[src/hw/cspre_pkg.sv]
// Constants shared by the clock source and prescaler block.
// Assumes a single 100 MHz system clock drives all logic.
package cspre_pkg;

    // Bus geometry
    localparam int CSPRE_ADDR_W = 3;
    localparam int CSPRE_DATA_W = 4;

    // Register offsets
    localparam logic [2:0] CSPRE_ADDR_PRESC = 3'h0;
    localparam logic [2:0] CSPRE_ADDR_SYSCTL2 = 3'h1;
    localparam logic [2:0] CSPRE_ADDR_OPTION = 3'h2;
    localparam logic [2:0] CSPRE_ADDR_RCFREQ = 3'h3;
    localparam logic [2:0] CSPRE_ADDR_STATUS = 3'h4;

    // clock_prescaler_control fields
    localparam int CSPRE_EXT_BIT = 3;
    localparam int CSPRE_CLR_BIT = 2;
    localparam int CSPRE_FAST_BIT = 1;
    localparam int CSPRE_DEB_BIT = 0;
    // system_control_two fields
    localparam int CSPRE_RCOFF_BIT = 0;
    // option_register fields: divider ratio in [2:0], long debounce tap in [3]
    localparam int CSPRE_DEB_LONG_BIT = 3;
    // RC frequency register: step in [2:0], 50 kHz family in [3]
    localparam int CSPRE_FAMILY_BIT = 3;

    localparam logic [2:0] CSPRE_STEP_MAX = 3'h4;
    localparam logic [2:0] CSPRE_DIV_MAX = 3'h4;
    localparam logic [3:0] CSPRE_ZERO_NIB = 4'h0;

    // Prescaler chain
    localparam int CSPRE_TAPS = 15;
    localparam logic [15:1] CSPRE_PRESC_INIT = 15'h0001;
    localparam logic [15:1] CSPRE_PRESC_KEEP = 15'h4000;

    // System reset stretch in base clock cycles
    localparam logic [3:0] CSPRE_RESET_HOLD = 4'hc;

    // RC oscillator model: half periods in system clock cycles
    localparam int CSPRE_CLOCK_HZ = 100_000_000;
    localparam int CSPRE_RC_CNT_W = 11;
    localparam int CSPRE_RC_HZ [10] = '{
        32_000, 64_000, 128_000, 256_000, 500_000,
        50_000, 100_000, 200_000, 400_000, 800_000
    };
    localparam logic [10:0] CSPRE_RC_HALF [10] = '{
        11'(CSPRE_CLOCK_HZ / (2 * CSPRE_RC_HZ[0])),
        11'(CSPRE_CLOCK_HZ / (2 * CSPRE_RC_HZ[1])),
        11'(CSPRE_CLOCK_HZ / (2 * CSPRE_RC_HZ[2])),
        11'(CSPRE_CLOCK_HZ / (2 * CSPRE_RC_HZ[3])),
        11'(CSPRE_CLOCK_HZ / (2 * CSPRE_RC_HZ[4])),
        11'(CSPRE_CLOCK_HZ / (2 * CSPRE_RC_HZ[5])),
        11'(CSPRE_CLOCK_HZ / (2 * CSPRE_RC_HZ[6])),
        11'(CSPRE_CLOCK_HZ / (2 * CSPRE_RC_HZ[7])),
        11'(CSPRE_CLOCK_HZ / (2 * CSPRE_RC_HZ[8])),
        11'(CSPRE_CLOCK_HZ / (2 * CSPRE_RC_HZ[9]))
    };
    localparam logic [3:0] CSPRE_FAMILY_OFFSET = 4'h5;

endpackage : cspre_pkg

[src/hw/cspre_clock_prescaler.sv]
// Clock source selection, base clock divider, 15-stage prescaler,
// prescaler tick requests and the stretched system reset.
// Assumes all pins are synchronous to i_clock; i_rst is the power-on reset.
//
// Added by the designer: the address-and-strobe port and the address map.
`timescale 1ns/100ps

// How it works
// - RC runs at ten selectable frequencies
// - Power-on uses RC; select bit picks external
// - Source switch happens only while both low
// - Oscillator disable accepted only with external active
// - Sleep stops the RC oscillator
// - Base clock is source divided by 1, 2, 4, 8 or 16
// - Ratio chosen to match source frequency
// - Fifteen binary stages from tap_15 to tap_1
// - Power-on loads prescaler with 0001
// - Clear resets tap_14..tap_2, sets tap_1
// - Fast tick on tap_4 or tap_7 rise
// - One-hertz tick on tap_1 rise
// - Debounce clock tap_8, tap_11 or tap_14
// - External select cleared by power-on only
// - No tick request caused by reset
// - First one-hertz tick 32768 base cycles later
// - System reset held twelve base cycles
module cspre_clock_prescaler
    import cspre_pkg::*;
(
    // System
    input wire logic i_clock,
    input wire logic i_rst,
    input wire logic i_clock_en,
    // Register port
    input wire logic [CSPRE_ADDR_W-1:0] i_addr,
    input wire logic [CSPRE_DATA_W-1:0] i_wdata,
    input wire logic i_write,
    input wire logic i_read,
    output logic [CSPRE_DATA_W-1:0] o_rdata,
    // Pins and mode inputs
    input wire logic i_ext_clock_input_pin,
    input wire logic i_sleep,
    input wire logic i_sys_reset_request,
    // Clocks and ticks
    output logic o_processor_clock,
    output logic o_base_tick,
    output logic [15:1] o_prescaler_taps,
    output logic o_debounce_clock,
    output logic o_fast_tick_irq,
    output logic o_one_hertz_irq,
    output logic o_sys_reset,
    output logic o_rc_running
);

    logic ext_sel_reg;
    logic fast_sel_reg;
    logic deb_sel_reg;
    logic rc_off_reg;
    logic [2:0] div_ratio_reg;
    logic deb_long_reg;
    logic family_reg;
    logic [2:0] step_reg;
    logic [CSPRE_RC_CNT_W-1:0] rc_cnt_reg;
    logic rc_level_reg;
    logic rc_run_reg;
    logic proc_prev_reg;
    logic [3:0] div_cnt_reg;
    logic [15:1] taps_reg;
    logic fast_irq_reg;
    logic hz_irq_reg;
    logic sys_active_reg;
    logic [3:0] sys_cnt_reg;
    logic base_tick_reg;
    logic deb_clock_reg;
    logic [CSPRE_DATA_W-1:0] rdata_reg;
    logic proc_level;
    logic ext_active;

    // Register decode
    wire wr_presc = i_write && (i_addr == CSPRE_ADDR_PRESC);
    wire wr_sysctl2 = i_write && (i_addr == CSPRE_ADDR_SYSCTL2);
    wire wr_option = i_write && (i_addr == CSPRE_ADDR_OPTION);
    wire wr_rcfreq = i_write && (i_addr == CSPRE_ADDR_RCFREQ);
    wire clear_w = wr_presc && i_wdata[CSPRE_CLR_BIT];
    wire [2:0] wdata_low = i_wdata[2:0];
    wire [2:0] step_w = (wdata_low > CSPRE_STEP_MAX) ? CSPRE_STEP_MAX : wdata_low;
    wire [2:0] div_w = (wdata_low > CSPRE_DIV_MAX) ? CSPRE_DIV_MAX : wdata_low;

    wire [3:0] rd_presc = {ext_sel_reg, 1'b0, fast_sel_reg, deb_sel_reg};
    wire [3:0] rd_sysctl2 = {3'h0, rc_off_reg};
    wire [3:0] rd_option = {deb_long_reg, div_ratio_reg};
    wire [3:0] rd_rcfreq = {family_reg, step_reg};
    wire [3:0] rd_status = {sys_active_reg, rc_run_reg, ext_active, taps_reg[1]};
    wire [3:0] rd_mux =
        (i_addr == CSPRE_ADDR_PRESC) ? rd_presc :
        (i_addr == CSPRE_ADDR_SYSCTL2) ? rd_sysctl2 :
        (i_addr == CSPRE_ADDR_OPTION) ? rd_option :
        (i_addr == CSPRE_ADDR_RCFREQ) ? rd_rcfreq :
        (i_addr == CSPRE_ADDR_STATUS) ? rd_status : CSPRE_ZERO_NIB;

    // RC oscillator model
    wire [3:0] rc_index = 4'(step_reg) + (family_reg ? CSPRE_FAMILY_OFFSET : CSPRE_ZERO_NIB);
    wire [CSPRE_RC_CNT_W-1:0] rc_half = CSPRE_RC_HALF[rc_index];
    wire rc_run_w = !i_sleep && !(rc_off_reg && ext_active);
    wire rc_wrap = (rc_cnt_reg >= rc_half - 1'b1);

    // Source edge and base clock divider
    wire src_rise = proc_level && !proc_prev_reg;
    wire [3:0] div_mask = 4'((5'h01 << div_ratio_reg) - 5'h01);
    wire base_tick_w = src_rise && ((div_cnt_reg & div_mask) == div_mask);

    // Ripple carry through the prescaler stages
    wire [16:1] carry;
    wire [15:1] taps_next;
    wire [15:1] taps_rise;
    assign carry[16] = 1'b1;
    genvar k;
    generate
        for (k = 1; k <= CSPRE_TAPS; k = k + 1)
        begin : g_stage
            assign taps_next[k] = taps_reg[k] ^ carry[k+1];
            assign carry[k] = carry[k+1] & taps_reg[k];
            assign taps_rise[k] = carry[k+1] & !taps_reg[k];
        end
    endgenerate
    wire fast_rise = fast_sel_reg ? taps_rise[7] : taps_rise[4];
    wire deb_tap = deb_sel_reg ? (deb_long_reg ? taps_reg[14] : taps_reg[11]) : taps_reg[8];
    wire sys_done = base_tick_w && (sys_cnt_reg == CSPRE_RESET_HOLD - 1'b1);

    cspre_clock_switch u_switch (
        .i_clock(i_clock),
        .i_rst(i_rst),
        .i_clock_en(i_clock_en),
        .i_rc_level(rc_level_reg),
        .i_ext_level(i_ext_clock_input_pin),
        .i_select_ext(ext_sel_reg),
        .o_clock_level(proc_level),
        .o_ext_active(ext_active)
    );

    // Power-on-only settings
    always_ff @(posedge i_clock)
    begin
        if (i_rst)
        begin
            ext_sel_reg <= 1'b0;
            div_ratio_reg <= 3'h0;
            deb_long_reg <= 1'b0;
            family_reg <= 1'b0;
            step_reg <= 3'h0;
        end
        else if (i_clock_en)
        begin
            if (wr_presc)
                ext_sel_reg <= i_wdata[CSPRE_EXT_BIT];
            if (wr_option)
            begin
                div_ratio_reg <= div_w;
                deb_long_reg <= i_wdata[CSPRE_DEB_LONG_BIT];
            end
            if (wr_rcfreq)
            begin
                family_reg <= i_wdata[CSPRE_FAMILY_BIT];
                step_reg <= step_w;
            end
        end
    end

    // Settings cleared by any system reset
    always_ff @(posedge i_clock)
    begin
        if (i_rst || (i_clock_en && sys_active_reg))
        begin
            fast_sel_reg <= 1'b0;
            deb_sel_reg <= 1'b0;
            rc_off_reg <= 1'b0;
        end
        else if (i_clock_en)
        begin
            if (wr_presc)
            begin
                fast_sel_reg <= i_wdata[CSPRE_FAST_BIT];
                deb_sel_reg <= i_wdata[CSPRE_DEB_BIT];
            end
            if (wr_sysctl2 && (ext_active || !i_wdata[CSPRE_RCOFF_BIT]))
                rc_off_reg <= i_wdata[CSPRE_RCOFF_BIT];
        end
    end

    // RC oscillator and source divider
    always_ff @(posedge i_clock)
    begin
        if (i_rst)
        begin
            rc_cnt_reg <= '0;
            rc_level_reg <= 1'b0;
            rc_run_reg <= 1'b0;
            proc_prev_reg <= 1'b0;
            div_cnt_reg <= 4'h0;
            base_tick_reg <= 1'b0;
        end
        else if (i_clock_en)
        begin
            rc_run_reg <= rc_run_w;
            rc_cnt_reg <= (!rc_run_w || rc_wrap) ? '0 : rc_cnt_reg + 1'b1;
            rc_level_reg <= rc_run_w && (rc_level_reg ^ rc_wrap);
            proc_prev_reg <= proc_level;
            if (src_rise)
                div_cnt_reg <= div_cnt_reg + 4'h1;
            base_tick_reg <= base_tick_w;
        end
    end

    // Prescaler chain and tick requests
    always_ff @(posedge i_clock)
    begin
        if (i_rst)
        begin
            taps_reg <= CSPRE_PRESC_INIT;
            fast_irq_reg <= 1'b0;
            hz_irq_reg <= 1'b0;
            deb_clock_reg <= 1'b0;
        end
        else if (i_clock_en)
        begin
            deb_clock_reg <= deb_tap;
            if (clear_w)
                taps_reg <= (taps_reg & CSPRE_PRESC_KEEP) | CSPRE_PRESC_INIT;
            else if (base_tick_w)
                taps_reg <= taps_next;
            // Reset and clear never raise a request
            fast_irq_reg <= !clear_w && !sys_active_reg && base_tick_w && fast_rise;
            hz_irq_reg <= !clear_w && !sys_active_reg && base_tick_w && taps_rise[1];
        end
    end

    // System reset stretch, counted in base clock cycles
    always_ff @(posedge i_clock)
    begin
        if (i_rst)
        begin
            sys_active_reg <= 1'b1;
            sys_cnt_reg <= 4'h0;
        end
        else if (i_clock_en)
        begin
            if (i_sys_reset_request)
            begin
                sys_active_reg <= 1'b1;
                sys_cnt_reg <= 4'h0;
            end
            else if (sys_active_reg && base_tick_w)
            begin
                sys_active_reg <= !sys_done;
                sys_cnt_reg <= sys_done ? 4'h0 : sys_cnt_reg + 4'h1;
            end
        end
    end

    // Read data, valid the cycle after the strobe
    always_ff @(posedge i_clock)
    begin
        if (i_rst)
            rdata_reg <= '0;
        else if (i_clock_en)
            rdata_reg <= i_read ? rd_mux : CSPRE_ZERO_NIB;
    end

    assign o_rdata = rdata_reg;
    assign o_processor_clock = proc_level;
    assign o_base_tick = base_tick_reg;
    assign o_prescaler_taps = taps_reg;
    assign o_debounce_clock = deb_clock_reg;
    assign o_fast_tick_irq = fast_irq_reg;
    assign o_one_hertz_irq = hz_irq_reg;
    assign o_sys_reset = sys_active_reg;
    assign o_rc_running = rc_run_reg;
endmodule : cspre_clock_prescaler

[src/hw/cspre_clock_switch.sv]
// Glitch-free selector between the RC oscillator and the external clock.
// Assumes both clock levels are already synchronous to i_clock.
`timescale 1ns/100ps
module cspre_clock_switch
    import cspre_pkg::*;
(
    // System
    input wire logic i_clock,
    input wire logic i_rst,
    input wire logic i_clock_en,
    // Sources
    input wire logic i_rc_level,
    input wire logic i_ext_level,
    input wire logic i_select_ext,
    // Selected clock
    output logic o_clock_level,
    output logic o_ext_active
);

    logic sel_reg;
    logic out_reg;
    wire both_low = !i_rc_level && !i_ext_level;
    wire swap = (sel_reg != i_select_ext) && both_low;
    wire sel_next = swap ? i_select_ext : sel_reg;

    always_ff @(posedge i_clock)
    begin
        if (i_rst)
        begin
            sel_reg <= 1'b0;
            out_reg <= 1'b0;
        end
        else if (i_clock_en)
        begin
            sel_reg <= sel_next;
            out_reg <= sel_next ? i_ext_level : i_rc_level;
        end
    end

    assign o_clock_level = out_reg;
    assign o_ext_active = sel_reg;
endmodule : cspre_clock_switch

[config.mk]
export PLATFORM = sky130hd
export DESIGN_NAME = cspre_clock_prescaler
export DESIGN_NICKNAME = d
export VERILOG_FILES = /design/src/hw/cspre_pkg.sv /design/src/hw/cspre_clock_prescaler.sv /design/src/hw/cspre_clock_switch.sv
export SDC_FILE = /design/constraint.sdc
export NUM_CORES = 1
export LEC_CHECK = 0
export ABC_CLOCK_PERIOD_IN_PS = 4050
export BUFFER_PORTS_ARGS = -buffer_cell sky130_fd_sc_hd__buf_2
export CAP_MARGIN = 20
export CORE_MARGIN = 5
export CORE_UTILIZATION = 45
export CTS_CLUSTER_SIZE = 12
export DETAILED_ROUTE_END_ITERATION = 6
export GPL_ROUTABILITY_DRIVEN = 0
export MAX_ROUTING_LAYER = met4
export PLACE_DENSITY = 0.7
export SYNTH_ARGS = -nofsm -noshare
export SYNTH_HDL_FRONTEND = slang
export SYNTH_SLANG_ARGS = --single-unit
[constraint.sdc]
create_clock -name i_clock -period 4.05 [get_ports i_clock]
set_clock_uncertainty 0.1 [all_clocks]
set_input_delay 0.405 -clock i_clock [delete_from_list [all_inputs] [get_ports i_clock]]
set_output_delay 0.405 -clock i_clock [all_outputs]
set_load 0.1 [all_outputs]
==> qor.txt, run 1 <==
xor and xnor area share after synthesis -> 3.78%
Finished Cell Area -> 0.00396 mm²
met2 WL post-DR -> 3700 µm
Rows -> 32
Synth top area share -> 34.6%
largest family of logic cells by synthesized area -> simple AND/OR/NAND/NOR gates
fmax -> 266 MHz
area of the core -> 0.00761 mm²
critical path data arrival time -> 3.91 ns
Nets -> 467
wl on met1 -> 3610 µm
Die ar. -> 0.00958 mm²
Critical path buffers and inverters -> 2
final slew viol count -> 0
Syn Inst Count -> 376
critical path's slowest cell -> ha_2
yosys warns -> 0
WL met3 -> 273 µm
post-synthesis mux area share -> 5.80%
diode count -> 0
Max clock buf depth -> 2
DPL Wire Length -> 5740 µm
Yosys cell types -> 58
worst-case vdd ir drop -> 249 µV
initial antenna violation count -> 0
pin count of the biggest net entering global routing -> 47
initial core utilization -> 45.7%
total CTS buffers -> 9
number of global-route vias before repair -> 2,920
routed vias/inst -> 5.53
clock tree from TritonCTS -> built
period utilization -> 92.9%
utilization after layout -> 52.1%
Finish-stage setup viols -> 0
post-synthesis sequential area ratio -> 34.6%
Hold Fails Final Rpt -> 0
main area contributors after synthesis -> dfxtp_1, ha_1, mux2i_1
hold_buf cts -> 0
CP Launch Type -> flip-flop
# IOs -> 41
most frequent cell after synthesis -> dfxtp_1
crit end category -> flip-flop
gr usage total -> 17.7%
area post-placement -> 0.00373 mm²
placed cells -> 504
Routed WL -> 7720 µm
Port Buffers -> 40
max reg flops -> 15
first-pass GRT wire length -> 13,600 µm
Async SR Flop Fraction -> 0%
Post-synth top flop -> dfxtp_1
Wirelength per Cell -> 14.8 µm
critical-path cell list -> inv_1 -> ha_2 -> xor2_2 -> nor2_1 -> a21oi_1 -> ha_2 -> nand4_1 -> or3_1 -> nand3_1 -> o21ai_0 -> ha_1 -> a21oi_1 -> o22ai_1 -> a211oi_1 -> buf_4 -> a21oi_2 -> nor4_1
status -> finished, final reports clean
MaxCap Viol Count -> 0
Syn Nets -> 430
Synth Register Bits -> 60
post-synthesis cell area -> 0.00347 mm²
Worst path max stage delay -> 0.40 ns
Slew headroom -> 41.6%
Post-Synth Adder-Cell Area -> 14.0%
Worst Path Required -> 4.19 ns
layout cells sized above 1 -> 18.9%
fill count -> 753
die span in y -> 97.9 µm
Detailed Route Iter0 Violations -> 105
total negative slack -> 0 ns
HP Class -> in2reg
slack of the critical path -> 0.286 ns
top cells by count, synth -> dfxtp_1, ha_1, nor2_1
simple-gate share of the synthesized area -> 19.8%
Avg Inst Size Synth -> 9.24 µm²
vias -> 2,877
Pre-antenna DRT Iters -> 4
area grow syn2layout -> 14.0%
dpl ws -> 0.192 ns
Overflow after GRT -> 0
CP max FO -> 9
CP delay by family, top -> adder cells
power per standard cell area -> 314 mW/mm²
crit path time final -> 3.76 ns
Compound-Gate Fraction of Synth Area -> 18.0%
Skew-Pair Late Insertion Delay -> 0.34 ns
Synth area leader -> dfxtp_1
DR top layer -> met4
CTS clk-pin slew, worst paths -> 0.07 ns
Slew @ Worst Pin -> 0.869 ns
die span in x -> 97.9 µm
Clock Tree Root -> clkbuf_8
WHS -> 0.240 ns
Post-synth EDFFs -> 0
Pleak -> 1.71 nW
H-Tree Depth -> 3
antenna viol nets, final -> 0
total power -> 1.24 mW
CTS Sinks -> 60
critical path type -> reg2reg
non-filler cells, final -> 520
DRC viols -> 0
-- routing by layer --
layer / vias up / GRT usage, %
li1: 1457 / -
met1: 1362 / 21.6
met2: 49 / 28.2
met3: 9 / 4.21
met4: 0 / 6.71
met5: - / -
-- worst register-to-register path, delay by kind of cell (launching register included) --
family / cells / cell delay (ns)
fa+ha+maj: 3 / 0.94
simple gates: 5 / 0.92
flops: 1 / 0.36
compound gates: 6 / 0.89
xor+xnor: 1 / 0.23
buf+inv: 2 / 0.26
-- cell type report --
class / instances / area, µm² / area share (%)
Multi-Input combinational cell: 285 / 2170 / 54.7
Tap cell: 102 / 128 / 3.22
Clock inverter: 6 / 65.1 / 1.64
Inverter: 15 / 56.3 / 1.42
Timing Repair Buffer: 42 / 215 / 5.43
Sequential cell: 60 / 1200 / 30.4
Clock buffer: 10 / 128 / 3.22
-- cell usage in the layout, fill, tap and decap left out, types with 5 or more instances in the layout --
master    instances
nand2_1          18
o21ai_0           9
nor2b_1           6
ha_1             36
a22o_1           13
dfxtp_1          59
mux2i_1          19
buf_2            40
clkbuf_8          9
a21oi_1          25
nand2b_1         11
nand4_1           6
nand3_1          12
and3_1            5
a21o_1            5
xor2_1           10
nor2_1           29
nor4_1           10
inv_1            15
-- cells by family (layout without fill, tap and decap cells) --
| group | Yosys count | after routing |
|---|---|---|
| muxes | 20 | 20 |
| and+or+nand+nor | 122 | 122 |
| xor gates and xnor gates | 15 | 15 |
| AOI/OAI and AO/OA | 89 | 89 |
| DFF | 60 | 60 |
| buffers and inverters | 31 | 73 |
| adders and majority gates | 39 | 39 |
-- repair_timing --
item                                    4_1_cts  5_1_grt
buffers inserted                              0        0
endpoints found under the setup margin        0       11
resized for setup                             0        8
-- final timing paths --
kind                            slack [ns]                     start  cells after the start                         end
worst min-delay path                  0.24                i_wdata[1]                      3   fast_sel_reg$_SDFFE_PP0P_
worst max-delay path                  0.29  step_reg[2]$_SDFFE_PP0P_                     17  rc_cnt_reg[4]$_SDFFE_PP0P_
worst max register to register        0.29  step_reg[2]$_SDFFE_PP0P_                     17  rc_cnt_reg[4]$_SDFFE_PP0P_
worst min register to register        0.37   o_rdata[2]$_SDFFE_PP0P_                      2     o_rdata[2]$_SDFFE_PP0P_
-- power breakdown --
part	internal (mW)	total (mW)	leakage, nW	switching, mW
clock	0.284	0.531	0.0962	0.247
sequential	0.595	0.602	0.485	0.00664
combinational	0.0331	0.109	1.13	0.0755
Power figures use the tool's default switching activity.
==> run 2: changes to the inputs <==
--- a/config.mk
+++ b/config.mk
@@ -9,12 +9,13 @@
 export BUFFER_PORTS_ARGS = -buffer_cell sky130_fd_sc_hd__buf_2
 export CAP_MARGIN = 20
 export CORE_MARGIN = 5
-export CORE_UTILIZATION = 45
+export CORE_UTILIZATION = 35
 export CTS_CLUSTER_SIZE = 12
 export DETAILED_ROUTE_END_ITERATION = 6
 export GPL_ROUTABILITY_DRIVEN = 0
 export MAX_ROUTING_LAYER = met4
-export PLACE_DENSITY = 0.7
+export PLACE_DENSITY = 0.58
 export SYNTH_ARGS = -nofsm -noshare
 export SYNTH_HDL_FRONTEND = slang
 export SYNTH_SLANG_ARGS = --single-unit
+export TNS_END_PERCENT = 20
==> qor.txt, run 2 (synthesized netlist as in run 1, its figures left out) <==
Die ar. -> 0.0120 mm²
area of the core -> 0.00973 mm²
total negative slack -> 0 ns
period utilization -> 92.5%
crit end category -> flip-flop
CP Launch Type -> flip-flop
HP Class -> in2reg
setup bufs post-CTS -> 0
hold depth -> 3
Clock Tree Root -> clkbuf_8
die span in y -> 110 µm
critical path data arrival time -> 3.88 ns
clock tree from TritonCTS -> built
Pleak -> 1.71 nW
initial antenna violation count -> 0
status -> finished, final reports clean
antenna viol nets, final -> 0
Hold Fails Final Rpt -> 0
Routed WL -> 8210 µm
final slew viol count -> 0
CTS Sinks -> 60
Detailed Route Iter0 Violations -> 210
diode count -> 0
Reg2Reg Launch Point -> family_reg$_SDFFE_PP0P_
Skew-Pair Late Insertion Delay -> 0.34 ns
Pre-antenna DRT Iters -> 5
routed vias/inst -> 5.28
CTS clk-pin slew, worst paths -> 0.07 ns
total CTS buffers -> 9
# IOs -> 41
most common cell after layout, fill and taps aside -> dfxtp_1
FF-to-FF path depth -> 17
area grow syn2layout -> 14.7%
layout cells sized above 1 -> 18.6%
WHS -> 0.236 ns
Overflow after GRT -> 0
MaxCap Viol Count -> 0
non-filler cells, final -> 553
commonest cells after routing, fill and taps aside -> dfxtp_1, buf_2, ha_1
H-Tree Depth -> 3
Slew @ Worst Pin -> 0.866 ns
Rows -> 36
Hold EP -> fast_sel_reg$_SDFFE_PP0P_
CP max FO -> 9
crit path time final -> 3.75 ns
Nets -> 469
first-pass GRT wire length -> 13,800 µm
initial core utilization -> 35.7%
slack of the worst reg-to-reg path -> 0.30 ns
worst-case vdd ir drop -> 140 µV
die span in x -> 110 µm
RR Endpoint -> rc_cnt_reg[3]$_SDFFE_PP0P_
gr usage total -> 14.9%
Port Buffers -> 40
Finish-stage setup viols -> 0
placed cells -> 537
fill count -> 1,009
DPL Wire Length -> 5990 µm
Worst Path Required -> 4.18 ns
power per standard cell area -> 298 mW/mm²
critical path type -> reg2reg
hold_buf cts -> 0
pin count of the biggest net entering global routing -> 45
max reg flops -> 15
fmax -> 267 MHz
Slew headroom -> 41.8%
Max clock buf depth -> 2
Wirelength per Cell -> 14.8 µm
Worst Hold Launch -> i_wdata[1]
DRC viols -> 0
vias -> 2,920
number of global-route vias before repair -> 2,826
==> run 2: critical path, cell delays in order (launching register included) <==
cell      delay (ns)
dfxtp_2         0.34
ha_1            0.24
ha_1            0.37
inv_1           0.17
a21oi_1         0.10
a21oi_1         0.17
ha_2            0.24
nand4_1         0.09
or3_1           0.32
nand3_1         0.08
o21ai_0         0.08
ha_1            0.30
a21oi_1         0.15
o22ai_1         0.09
a211oi_1        0.21
buf_4           0.17
a21oi_2         0.13
nor4_1          0.29
==> run 2: routing by layer <==
| layer | vias to the layer above | share of wire [%] | global-route usage (%) | routed length, µm |
|---|---|---|---|---|
| met3 | 10 | 4.8 | 3.88 | 391 |
| met5 | - | 0 | - | 0 |
| li1 | 1463 | - | - | - |
| met4 | 0 | 1.3 | 4.27 | 103 |
| met2 | 60 | 43 | 21.8 | 3530 |
| met1 | 1387 | 51 | 20.3 | 4190 |
==> run 2: how the worst max path moves through the flow <==
stage,startpoint,end,slack (ns),depth (start not counted)
floorplan,o_prescaler_taps[14]$_SDFFE_PP0P_,o_one_hertz_irq$_SDFFE_PP0P_,0.29,15
global placement,family_reg$_SDFFE_PP0P_,rc_cnt_reg[3]$_SDFFE_PP0P_,0.43,17
detailed placement,family_reg$_SDFFE_PP0P_,rc_cnt_reg[6]$_SDFFE_PP0P_,0.27,17
CTS,family_reg$_SDFFE_PP0P_,rc_cnt_reg[3]$_SDFFE_PP0P_,0.26,17
global route,family_reg$_SDFFE_PP0P_,rc_cnt_reg[8]$_SDFFE_PP0P_,-0.03,17
finish,family_reg$_SDFFE_PP0P_,rc_cnt_reg[3]$_SDFFE_PP0P_,0.30,17
==> run 2: through the flow <==
stage | util, % | worst slack [ns] | power (mW) | area, µm²
2_1_floorplan | - | 0.287 | 0.696 | 3470
3_3_place_gp | 38.9 | 0.426 | 0.724 | 3790
3_5_place_dp | 38.9 | 0.270 | 0.725 | 3790
4_1_cts | 40.7 | 0.256 | 1.20 | 3960
5_1_grt | 40.9 | -0.0303 | 1.24 | 3980
6_report | 40.9 | 0.303 | 1.19 | 3980
==> run 2: final cells by class <==
| type | count | area, µm² | area share (%) |
|---|---|---|---|
| inverter | 15 | 56.3 | 1.41 |
| sequential | 60 | 1200 | 30.2 |
| multi-input combinational | 285 | 2160 | 54.2 |
| tap | 133 | 166 | 4.18 |
| timing repair buffer | 44 | 230 | 5.78 |
| clock buffer | 12 | 145 | 3.64 |
| clock inverter | 4 | 25.0 | 0.628 |
==> run 2: repair_timing <==
item	CTS	global route
gates resized for setup	0	6
setup endpoints to repair	0	11
endpoints found under the hold margin	0	0
==> run 2: power breakdown <==
group / total, mW / leakage, nW / internal [mW] / switching [mW]
Sequential: 0.602 / 0.485 / 0.595 / 0.00688
Clock: 0.474 / 0.0824 / 0.237 / 0.237
Combinational: 0.110 / 1.14 / 0.0338 / 0.0765
Total: 1.19 / 1.71 / 0.866 / 0.321
